<file path="src/rtl/ocs_pkg.sv">
// Constants for the overcurrent compare status block
package ocs_pkg;
  // Register indices; byte address is four times the index
  localparam logic [7:0] idx_ctl = 8'h80;
  localparam logic [7:0] idx_match = 8'h81;
  localparam logic [7:0] idx_chg_sts = 8'h82;
  localparam logic [7:0] idx_irq_en = 8'h83;
  localparam logic [7:0] idx_thr1 = 8'h84;
  localparam logic [7:0] idx_thr2 = 8'h86;
  localparam logic [7:0] idx_debounce = 8'h88;
  // Own indices for the upper threshold bits
  localparam logic [7:0] idx_thr1_hi = 8'h85;
  localparam logic [7:0] idx_thr2_hi = 8'h87;
  // Field positions
  localparam int vld2_bit = 7;
  localparam int vld1_bit = 6;
  localparam int chg2_bit = 1;
  localparam int chg1_bit = 0;
  localparam int active_bit = 7;
  // Debounce reset value and status bit mask
  localparam logic [7:0] debounce_rst = 8'h0f;
  localparam logic [7:0] sts_mask = 8'hc3;
  // Timing
  localparam int clk_hz = 20000000;
  localparam int sample_period_us = 100;
  localparam int sample_cycles = (clk_hz / 1000000) * sample_period_us;
  // Sampling modes
  localparam logic [1:0] mode_off = 2'b00;
  localparam logic [1:0] mode_ch1 = 2'b01;
  localparam logic [1:0] mode_ch2 = 2'b10;
  localparam logic [1:0] mode_both = 2'b11;
  // AXI responses
  localparam logic [1:0] resp_okay = 2'b00;
  localparam logic [1:0] resp_slverr = 2'b10;
endpackage
</file>
<file path="src/rtl/ocs_debounce_if.sv">
// Carrier between the top and a channel debouncer
`timescale 1ns/1ps
`default_nettype none
interface ocs_debounce_if;
  logic sample_tick;
  logic enable;
  logic raw;
  logic [7:0] period;
  logic match;
  modport ctrl (output sample_tick, output enable, output raw, output period, input match);
  modport chan (input sample_tick, input enable, input raw, input period, output match);
endinterface
`default_nettype wire

</file>
<file path="src/rtl/ocs_compare_status.sv">
// Overcurrent compare status, enables, thresholds and debounce
`timescale 1ns/1ps
`default_nettype none
module ocs_compare_status (
  // Clock and reset
  input wire logic aclk,
  input wire logic aresetn,
  // AXI4-Lite write
  input wire logic [11:0] s_axi_awaddr,
  input wire logic s_axi_awvalid,
  output logic s_axi_awready,
  input wire logic [31:0] s_axi_wdata,
  input wire logic [3:0] s_axi_wstrb,
  input wire logic s_axi_wvalid,
  output logic s_axi_wready,
  output logic [1:0] s_axi_bresp,
  output logic s_axi_bvalid,
  input wire logic s_axi_bready,
  // AXI4-Lite read
  input wire logic [11:0] s_axi_araddr,
  input wire logic s_axi_arvalid,
  output logic s_axi_arready,
  output logic [31:0] s_axi_rdata,
  output logic [1:0] s_axi_rresp,
  output logic s_axi_rvalid,
  input wire logic s_axi_rready,
  // Analog comparator and DAC
  input wire logic sense_input_one,
  input wire logic sense_input_two,
  output logic [9:0] dac_code,
  output logic dac_channel_two,
  output logic analog_power_up,
  // Interrupt
  output logic comparator_interrupt
);
  import ocs_pkg::*;

  typedef struct packed {
    logic aw_got;
    logic w_got;
    logic [11:0] awaddr;
    logic [31:0] wdata;
    logic [3:0] wstrb;
    logic bvalid;
    logic [1:0] bresp;
    logic rvalid;
    logic [1:0] rresp;
    logic [31:0] rdata;
    logic [1:0] comparator_sampling_control;
    logic [7:0] chg_sts;
    logic [7:0] irq_en;
    logic [9:0] thr1;
    logic [9:0] thr2;
    logic [7:0] thr1_lo;
    logic [7:0] thr2_lo;
    logic [7:0] debounce;
    logic [1:0] prev_match;
    logic [1:0] first_seen;
    logic [1:0] vld_pending;
    logic [11:0] div;
    logic phase;
    logic irq;
    logic [1:0] s1_sync;
    logic [1:0] s2_sync;
  } top_s;

  top_s st_r;
  top_s st_nxt;

  logic [1:0] debounced_match_bits;
  logic debouncer_running;
  logic tick;
  ocs_debounce_if dbi1 ();
  ocs_debounce_if dbi2 ();

  // ==========================================
  // Sample timing
  // ==========================================
  assign tick = (st_r.div == 12'(sample_cycles - 1));
  assign debouncer_running = (st_r.comparator_sampling_control != mode_off);

  // Each tick samples one channel; alternate mode halves each rate
  assign dbi1.sample_tick = tick && (st_r.comparator_sampling_control == mode_ch1 ||
    (st_r.comparator_sampling_control == mode_both && !st_r.phase));
  assign dbi2.sample_tick = tick && (st_r.comparator_sampling_control == mode_ch2 ||
    (st_r.comparator_sampling_control == mode_both && st_r.phase));
  assign dbi1.enable = st_r.comparator_sampling_control[0];
  assign dbi2.enable = st_r.comparator_sampling_control[1];
  assign dbi1.raw = st_r.s1_sync[1];
  assign dbi2.raw = st_r.s2_sync[1];
  assign dbi1.period = st_r.debounce;
  assign dbi2.period = st_r.debounce;
  assign debounced_match_bits = {dbi2.match, dbi1.match};

  ocs_debounce u_db1 (
    .aclk(aclk),
    .aresetn(aresetn),
    .dbi(dbi1.chan)
  );
  ocs_debounce u_db2 (
    .aclk(aclk),
    .aresetn(aresetn),
    .dbi(dbi2.chan)
  );

  // ==========================================
  // Next state
  // ==========================================
  logic wr_fire;
  logic [7:0] widx;
  logic [7:0] ridx;
  logic [7:0] wb;
  logic [1:0] chg_ev;
  logic [1:0] vld_ev;
  logic [7:0] set_bits;

  assign wr_fire = st_r.aw_got && st_r.w_got && !st_r.bvalid;
  assign widx = st_r.awaddr[9:2];
  assign ridx = s_axi_araddr[9:2];
  assign wb = st_r.wdata[7:0];
  assign chg_ev = debounced_match_bits ^ st_r.prev_match;
  // First sample taken after a channel's first enable since reset makes the match valid
  assign vld_ev = st_r.vld_pending & {dbi2.sample_tick, dbi1.sample_tick};
  assign set_bits = {vld_ev[1], vld_ev[0], 4'h0, chg_ev[1], chg_ev[0]};

  always_comb begin
    st_nxt = st_r;
    st_nxt.s1_sync = {st_r.s1_sync[0], sense_input_one};
    st_nxt.s2_sync = {st_r.s2_sync[0], sense_input_two};
    st_nxt.prev_match = debounced_match_bits;
    if (!debouncer_running || tick) begin
      st_nxt.div = 12'h000;
    end else begin
      st_nxt.div = st_r.div + 12'h001;
    end
    if (tick) begin
      st_nxt.phase = ~st_r.phase;
    end
    // Arm valid flag on first enable of each channel
    for (int i = 0; i < 2; i++) begin
      if (st_r.comparator_sampling_control[i] && !st_r.first_seen[i]) begin
        st_nxt.first_seen[i] = 1'b1;
        st_nxt.vld_pending[i] = 1'b1;
      end else if (vld_ev[i]) begin
        st_nxt.vld_pending[i] = 1'b0;
      end
    end
    // Write channel
    if (s_axi_awvalid && !st_r.aw_got) begin
      st_nxt.aw_got = 1'b1;
      st_nxt.awaddr = s_axi_awaddr;
    end
    if (s_axi_wvalid && !st_r.w_got) begin
      st_nxt.w_got = 1'b1;
      st_nxt.wdata = s_axi_wdata;
      st_nxt.wstrb = s_axi_wstrb;
    end
    st_nxt.chg_sts = st_r.chg_sts;
    if (wr_fire) begin
      st_nxt.bvalid = 1'b1;
      st_nxt.bresp = resp_okay;
      if (st_r.awaddr[11:10] != 2'b00 || st_r.awaddr[1:0] != 2'b00) begin
        st_nxt.bresp = resp_slverr;
      end else if (st_r.wstrb[0]) begin
        case (widx)
          idx_ctl: st_nxt.comparator_sampling_control = wb[1:0];
          idx_chg_sts: st_nxt.chg_sts = st_r.chg_sts & ~(wb & sts_mask);
          idx_irq_en: st_nxt.irq_en = wb & sts_mask;
          idx_thr1: st_nxt.thr1_lo = wb;
          idx_thr1_hi: st_nxt.thr1 = {wb[1:0], st_r.thr1_lo};
          idx_thr2: st_nxt.thr2_lo = wb;
          idx_thr2_hi: st_nxt.thr2 = {wb[1:0], st_r.thr2_lo};
          idx_debounce: st_nxt.debounce = wb;
          idx_match: st_nxt.bresp = resp_okay;
          default: st_nxt.bresp = resp_slverr;
        endcase
      end
    end
    // Set wins over a clear in the same cycle
    st_nxt.chg_sts = st_nxt.chg_sts | set_bits;
    if (st_r.bvalid && s_axi_bready) begin
      st_nxt.bvalid = 1'b0;
      st_nxt.aw_got = 1'b0;
      st_nxt.w_got = 1'b0;
    end
    // Read channel
    if (s_axi_arvalid && !st_r.rvalid) begin
      st_nxt.rvalid = 1'b1;
      st_nxt.rresp = resp_okay;
      st_nxt.rdata = 32'h0000_0000;
      if (s_axi_araddr[11:10] != 2'b00 || s_axi_araddr[1:0] != 2'b00) begin
        st_nxt.rresp = resp_slverr;
      end else begin
        case (ridx)
          idx_ctl: st_nxt.rdata = {24'h0, debouncer_running, 5'h0,
            st_r.comparator_sampling_control};
          idx_match: st_nxt.rdata = {30'h0, debounced_match_bits};
          idx_chg_sts: st_nxt.rdata = {24'h0, st_r.chg_sts};
          idx_irq_en: st_nxt.rdata = {24'h0, st_r.irq_en};
          idx_thr1: st_nxt.rdata = {24'h0, st_r.thr1[7:0]};
          idx_thr1_hi: st_nxt.rdata = {30'h0, st_r.thr1[9:8]};
          idx_thr2: st_nxt.rdata = {24'h0, st_r.thr2[7:0]};
          idx_thr2_hi: st_nxt.rdata = {30'h0, st_r.thr2[9:8]};
          idx_debounce: st_nxt.rdata = {24'h0, st_r.debounce};
          default: st_nxt.rresp = resp_slverr;
        endcase
      end
    end else if (st_r.rvalid && s_axi_rready) begin
      st_nxt.rvalid = 1'b0;
    end
    st_nxt.irq = |(st_nxt.chg_sts & st_nxt.irq_en);
  end

  always_ff @(posedge aclk) begin
    if (!aresetn) begin
      st_r <= '0;
      st_r.debounce <= debounce_rst;
    end else begin
      st_r <= st_nxt;
    end
  end

  // ==========================================
  // Outputs
  // ==========================================
  assign s_axi_awready = !st_r.aw_got;
  assign s_axi_wready = !st_r.w_got;
  assign s_axi_bvalid = st_r.bvalid;
  assign s_axi_bresp = st_r.bresp;
  assign s_axi_arready = !st_r.rvalid;
  assign s_axi_rvalid = st_r.rvalid;
  assign s_axi_rdata = st_r.rdata;
  assign s_axi_rresp = st_r.rresp;
  assign comparator_interrupt = st_r.irq;
  assign analog_power_up = debouncer_running;
  // DAC code in steps of about 2.5V/1024
  assign dac_channel_two = (st_r.comparator_sampling_control == mode_ch2) ||
    (st_r.comparator_sampling_control == mode_both && st_r.phase);
  assign dac_code = dac_channel_two ? st_r.thr2 : st_r.thr1;

  // ==========================================
  // Checks
  // ==========================================
  property p_chg_set;
    @(posedge aclk) disable iff (!aresetn)
      $changed(debounced_match_bits[0]) |=> st_r.chg_sts[chg1_bit];
  endproperty
  a_chg_set: assert property (p_chg_set) else $error("change flag not set");

  property p_irq;
    @(posedge aclk) disable iff (!aresetn)
      (|(st_r.chg_sts & st_r.irq_en)) == comparator_interrupt;
  endproperty
  a_irq: assert property (p_irq) else $error("interrupt mismatch");

  property p_irq_masked;
    @(posedge aclk) disable iff (!aresetn)
      (st_r.irq_en == 8'h00) |-> !comparator_interrupt;
  endproperty
  a_irq_masked: assert property (p_irq_masked) else $error("masked interrupt");

  property p_chg_mask;
    @(posedge aclk) disable iff (!aresetn)
      (st_r.chg_sts[chg2_bit] && st_r.irq_en[chg2_bit]) |-> comparator_interrupt;
  endproperty
  a_chg_mask: assert property (p_chg_mask) else $error("change irq missing");

  property p_vld;
    @(posedge aclk) disable iff (!aresetn)
      vld_ev[0] |=> st_r.chg_sts[vld1_bit];
  endproperty
  a_vld: assert property (p_vld) else $error("valid flag not set");

  property p_lo_only;
    @(posedge aclk) disable iff (!aresetn)
      (wr_fire && widx == idx_thr1 && st_r.awaddr[11:10] == 2'b00) |=> $stable(st_r.thr1);
  endproperty
  a_lo_only: assert property (p_lo_only) else $error("threshold moved on low byte");

  property p_w0_keep;
    @(posedge aclk) disable iff (!aresetn)
      (wr_fire && widx == idx_chg_sts && st_r.wstrb[0] && wb == 8'h00 &&
       st_r.awaddr[11:10] == 2'b00 && st_r.awaddr[1:0] == 2'b00)
      |=> (st_r.chg_sts == ($past(st_r.chg_sts) | $past(set_bits)));
  endproperty
  a_w0_keep: assert property (p_w0_keep) else $error("zero write changed flags");

  property p_tick;
    @(posedge aclk) disable iff (!aresetn)
      dbi1.sample_tick |-> st_r.div == 12'(sample_cycles - 1);
  endproperty
  a_tick: assert property (p_tick) else $error("sample period wrong");

  property p_off;
    @(posedge aclk) disable iff (!aresetn)
      (st_r.comparator_sampling_control == mode_off) |=> !debounced_match_bits[1];
  endproperty
  a_off: assert property (p_off) else $error("match set while off");
endmodule // ocs_compare_status
`default_nettype wire

</file>
<file path="src/rtl/ocs_debounce.sv">
// One channel debouncer for a sense comparator output
`timescale 1ns/1ps
`default_nettype none
module ocs_debounce (
  // Clock and reset
  input wire logic aclk,
  input wire logic aresetn,
  // Channel link
  ocs_debounce_if.chan dbi
);
  import ocs_pkg::*;

  typedef struct packed {
    logic match;
    logic cand;
    logic [7:0] cnt;
  } db_s;

  db_s st_r;
  db_s st_nxt;

  always_comb begin
    st_nxt = st_r;
    if (!dbi.enable) begin
      st_nxt.match = 1'b0;
      st_nxt.cand = 1'b0;
      st_nxt.cnt = 8'h00;
    end else if (dbi.sample_tick) begin
      // Value must stay put for period+1 more ticks after it is first seen before it is taken
      if (dbi.raw != st_r.cand) begin
        st_nxt.cand = dbi.raw;
        st_nxt.cnt = 8'h00;
      end else if (dbi.raw != st_r.match) begin
        if (st_r.cnt >= dbi.period) begin
          st_nxt.match = dbi.raw;
          st_nxt.cnt = 8'h00;
        end else begin
          st_nxt.cnt = st_r.cnt + 8'h01;
        end
      end
    end
  end

  always_ff @(posedge aclk) begin
    if (!aresetn) begin
      st_r <= '0;
    end else begin
      st_r <= st_nxt;
    end
  end

  assign dbi.match = st_r.match;

  property p_off_clear;
    @(posedge aclk) disable iff (!aresetn) !dbi.enable |=> !dbi.match;
  endproperty
  a_off_clear: assert property (p_off_clear) else $error("match not cleared when off");
endmodule // ocs_debounce
`default_nettype wire

</file>
<file path="config.mk">
export PLATFORM = sky130hd
export DESIGN_NAME = ocs_compare_status
export DESIGN_NICKNAME = d
export VERILOG_FILES = /design/src/rtl/ocs_pkg.sv /design/src/rtl/ocs_debounce_if.sv /design/src/rtl/ocs_compare_status.sv /design/src/rtl/ocs_debounce.sv
export SDC_FILE = /design/constraint.sdc
export NUM_CORES = 1
export LEC_CHECK = 0
export ABC_CLOCK_PERIOD_IN_PS = 2100
export BUFFER_PORTS_ARGS = -buffer_cell sky130_fd_sc_hd__buf_2
export CORE_UTILIZATION = 50
export CTS_CLUSTER_SIZE = 20
export DETAILED_ROUTE_END_ITERATION = 12
export GPL_TIMING_DRIVEN = 0
export MAX_ROUTING_LAYER = met4
export PLACE_DENSITY_LB_ADDON = 0.05
export SLEW_MARGIN = 40
export SYNTH_ARGS = -nofsm -noshare
export SYNTH_HDL_FRONTEND = slang
export SYNTH_SLANG_ARGS = --single-unit
</file>
<file path="constraint.sdc">
create_clock -name aclk -period 2.1 [get_ports aclk]
set_clock_uncertainty 0.1 [all_clocks]
set_input_delay 0.105 -clock aclk [delete_from_list [all_inputs] [get_ports aclk]]
set_output_delay 0.105 -clock aclk [all_outputs]
set_load 0.01 [all_outputs]
</file>
==> impl_metrics.py <==
metrics = {
    "status": {
        "status": "complete, but fails checks",
        "violations": "setup timing",
    },
    "power": {
        "ir_drop_uv": 592,
        "p_leak_nw": 3.47,
        "p_per_area_nw_per_um2": 706,
    },
    "yosys": {
        "synthDistinctLibCells": 66,
        "synth_top_area_share_pct": 41.1,
        "syn_inst": 755,
        "synth_ff_type": "dfxtp_1",
        "synth_edf_count": 0,
        "syn-cell-area_sq_um": 6470,
        "yosysMostFrequentCell": "nand2_1",
        "synth_area_per_cell_sq_um": 8.58,
        "synth_seq_cells": 133,
        "ys_async_sr_fraction_pct": 0,
        "synth_seq_area_share_pct": 41.1,
        "synth_area_leader_cell": "dfxtp_1",
        "ys_warn_count": 0,
        "synth_area_leaders": "dfxtp_1 (41%), nand2_1 (9.7%), a21boi_0 (4.2%), buf_4 (4.2%), mux2i_1 (4.2%)",
        "yosys-top-cells-count": "nand2_1 (167), dfxtp_1 (133), nor2_1 (38)",
    },
    "cells_and_area": {
        "final_nets": 998,
        "drive_gt1_share_pct": 23.0,
        "fill_cells": 1071,
        "finalNonFillerCells": 1095,
        "diodes": 0,
        "areaGrowthSynthToFinish_pct": 30.3,
    },
    "floorplanning": {
        "die-height_microns": 116,
        "row_count": 41,
        "die_x_microns": 116,
        "pin_count": 123,
        "core_sq_um": 12600,
        "initial_core_util_pct": 51.3,
        "die_area_sq_um": 13400,
    },
    "worst_setup_path": {
        "r2r_cells": 5,
        "r2r-start": "st_r[17]",
        "path_class": "reg2reg",
        "critPathMaxStageDelay_ps": 580,
        "crit_start": "st_r[17]",
        "slowest_stage": "or4b_4",
        "worst_ep_required_time_ps": 2290,
        "cp-start-kind": "flop",
        "reg2reg_slack_ps": -150,
        "reg2reg_to": "u_db2.st_r[1]",
        "cp_max_fo": 7,
        "critPathCapture": "u_db2.st_r[1]",
        "crit_chain": "or3_4, or4b_4, or4_4, a22oi_1, nor2_1",
        "crit_arrival_ps": 2440,
        "worstSetupEndpointType": "flop",
    },
    "sta": {
        "fin_crit_sh_pct": 107,
        "finalSetupViolations": 18,
        "hold_viol_final": 0,
        "drv_slew": 0,
        "tightest_slew_ps": 604,
        "setup_ws_ps": -149,
        "min_period_ps": 2250,
        "worst_slew_margin_rel_pct": 59.7,
        "rsz0062_at_grt": "yes",
        "fmax_mhz": 445,
    },
    "clock_network": {
        "clock_latency_ps": 420,
        "cts_root_buf": "clkbuf_16",
        "numClockSinks": 133,
        "htreeDepth": 4,
        "clock_path_buffers": 2,
        "clkTransAtPathRegs_ps": 60,
        "cts_inserted_buffers": 17,
        "cts_tree": "yes",
    },
    "placement": {
        "io_buffers": 68,
        "routabilityCongestion": 0.881,
        "pre_cts_slack_ps": -336,
        "dp_cells": 1020,
        "dp_hpwl_microns": 11700,
    },
    "detailed_routing": {
        "drc": 0,
        "wl_per_cell_microns": 15.2,
        "detail-route-antenna-nets": 0,
        "first_iter_violations": 277,
        "viasPerCell": 5.15,
        "drtPass1Iterations": 4,
        "num_vias": 5641,
        "drt_wl_total_microns": 16600,
    },
    "flow_run": {
        "drv_cap": 0,
    },
    "grt": {
        "grt_max_degree": 17,
        "antenna_found_initial": 0,
        "overflow": 0,
        "grt_pass1_vias": 5390,
        "grt.total_usage_pct": 26.7,
        "grt_pass1_wl_microns": 26500,
    },
    "min_path": {
        "min_path_type": "in2reg",
    },
}
==> how the worst min path moves through the flow <==
| stage | slack (ps) | from | cells past startpoint | endpoint |
|---|---|---|---|---|
| 2_1_floorplan | 120 | s_axi_wvalid | 1 | st_r[172] |
| 3_3_place_gp | 220 | sense_input_one | 2 | st_nxt[3] |
| 3_5_place_dp | 220 | sense_input_one | 2 | st_nxt[3] |
| 4_1_cts | 50 | s_axi_araddr[1] | 5 | s_axi_rdata[0] |
| 5_1_grt | 90 | s_axi_araddr[1] | 5 | s_axi_rdata[0] |
| 6_report | 60 | s_axi_araddr[1] | 5 | s_axi_rdata[0] |
==> critical path, delay by kind of cell (launching register included) <==
family	cells	cell delay (ps)
AND/OR/NAND/NOR	4	1510
flip-flops	1	320
AO/OA/AOI/OAI	1	190
==> cells in the final DEF, fill, tap and decap left out, types with 23 or more instances in the layout <==
cell type	Yosys	final
nand2_1	167	166
dfxtp_1	133	124
buf_2	3	68
buf_4	36	52
nor2_1	38	37
a21boi_0	36	36
dlygate4sd3_1	0	32
mux2i_1	27	27
conb_1	1	26
nor2b_1	23	23
==> sequential cells by signal, summed over array words and instances, names as in the netlist <==
name,cells
s_axi_rdata,8
dbi1.enable,1
st_nxt,2
u_db1.dbi.match,1
u_db1.st_r,9
u_db2.st_r,9
s_axi_rresp,1
s_axi_rvalid,1
comparator_interrupt,1
dbi1.raw,1
s_axi_bvalid,1
st_r,86
dbi1.period,8
dbi2.enable,1
s_axi_bresp,1
dbi2.raw,1
u_db2.dbi.match,1
==> where the power goes <==
part	internal [mW]	leakage, nW	switching [mW]
clock network	1.89	0.281	1.10
registers	2.56	1.08	0.0409
logic	0.187	2.10	0.181
==> kinds of logic (layout without fill, tap and decap cells) <==
group           Yosys count  after routing  share of synthesized area (%)
compound gates          123            123                           13.8
buf+inv                  91            234                           7.42
xor+xnor                 24             24                           3.25
flops                   133            133                           41.1
other cells               1             26                         0.0579
fa+ha+maj                19             19                           3.67
mux                      33             33                           5.57
simple gates            331            331                           25.1
==> layout make-up <==
type / count / area, sq um / area share, %
inverter: 23 / 87.6 / 1.04
tap: 172 / 215 / 2.55
sequential: 133 / 2680 / 31.8
clock buffer: 19 / 443 / 5.25
buffer: 62 / 394 / 4.67
multi-input combinational: 556 / 3660 / 43.4
clock inverter: 13 / 156 / 1.85
timing repair buffer: 117 / 801 / 9.49
==> through the flow <==
step	utilization, %	setup TNS, ps	area (sq um)	hold slack [ps]	total power, mW
global placement	56.9	-13050	7180	219	2.94
floorplan	-	-257	6630	115	2.84
detailed placement	56.9	-16140	7180	223	2.95
finish	66.8	-1190	8430	58.5	5.96
global route	66.8	-2630	8430	85.4	6.14
CTS	65.9	-1290	8320	53.6	5.97
==> layer usage <==
layer | wire, microns | global-route usage, % | up-vias
li1 | - | - | 2825
met1 | 7700 | 33.5 | 2634
met2 | 7850 | 43.3 | 160
met3 | 806 | 4.97 | 22
met4 | 266 | 8.97 | 0
met5 | 0 | - | -
==> timing repair <==
action                                  in CTS  in global routing
hold buffers                                32                  0
gates resized for setup                     28                 27
buffers inserted                            13                  5
pin swaps                                   11                 15
hold endpoints to repair                    28                  0
endpoints found under the setup margin      89                 68
Note: power is estimated with default switching activity, not from simulation.
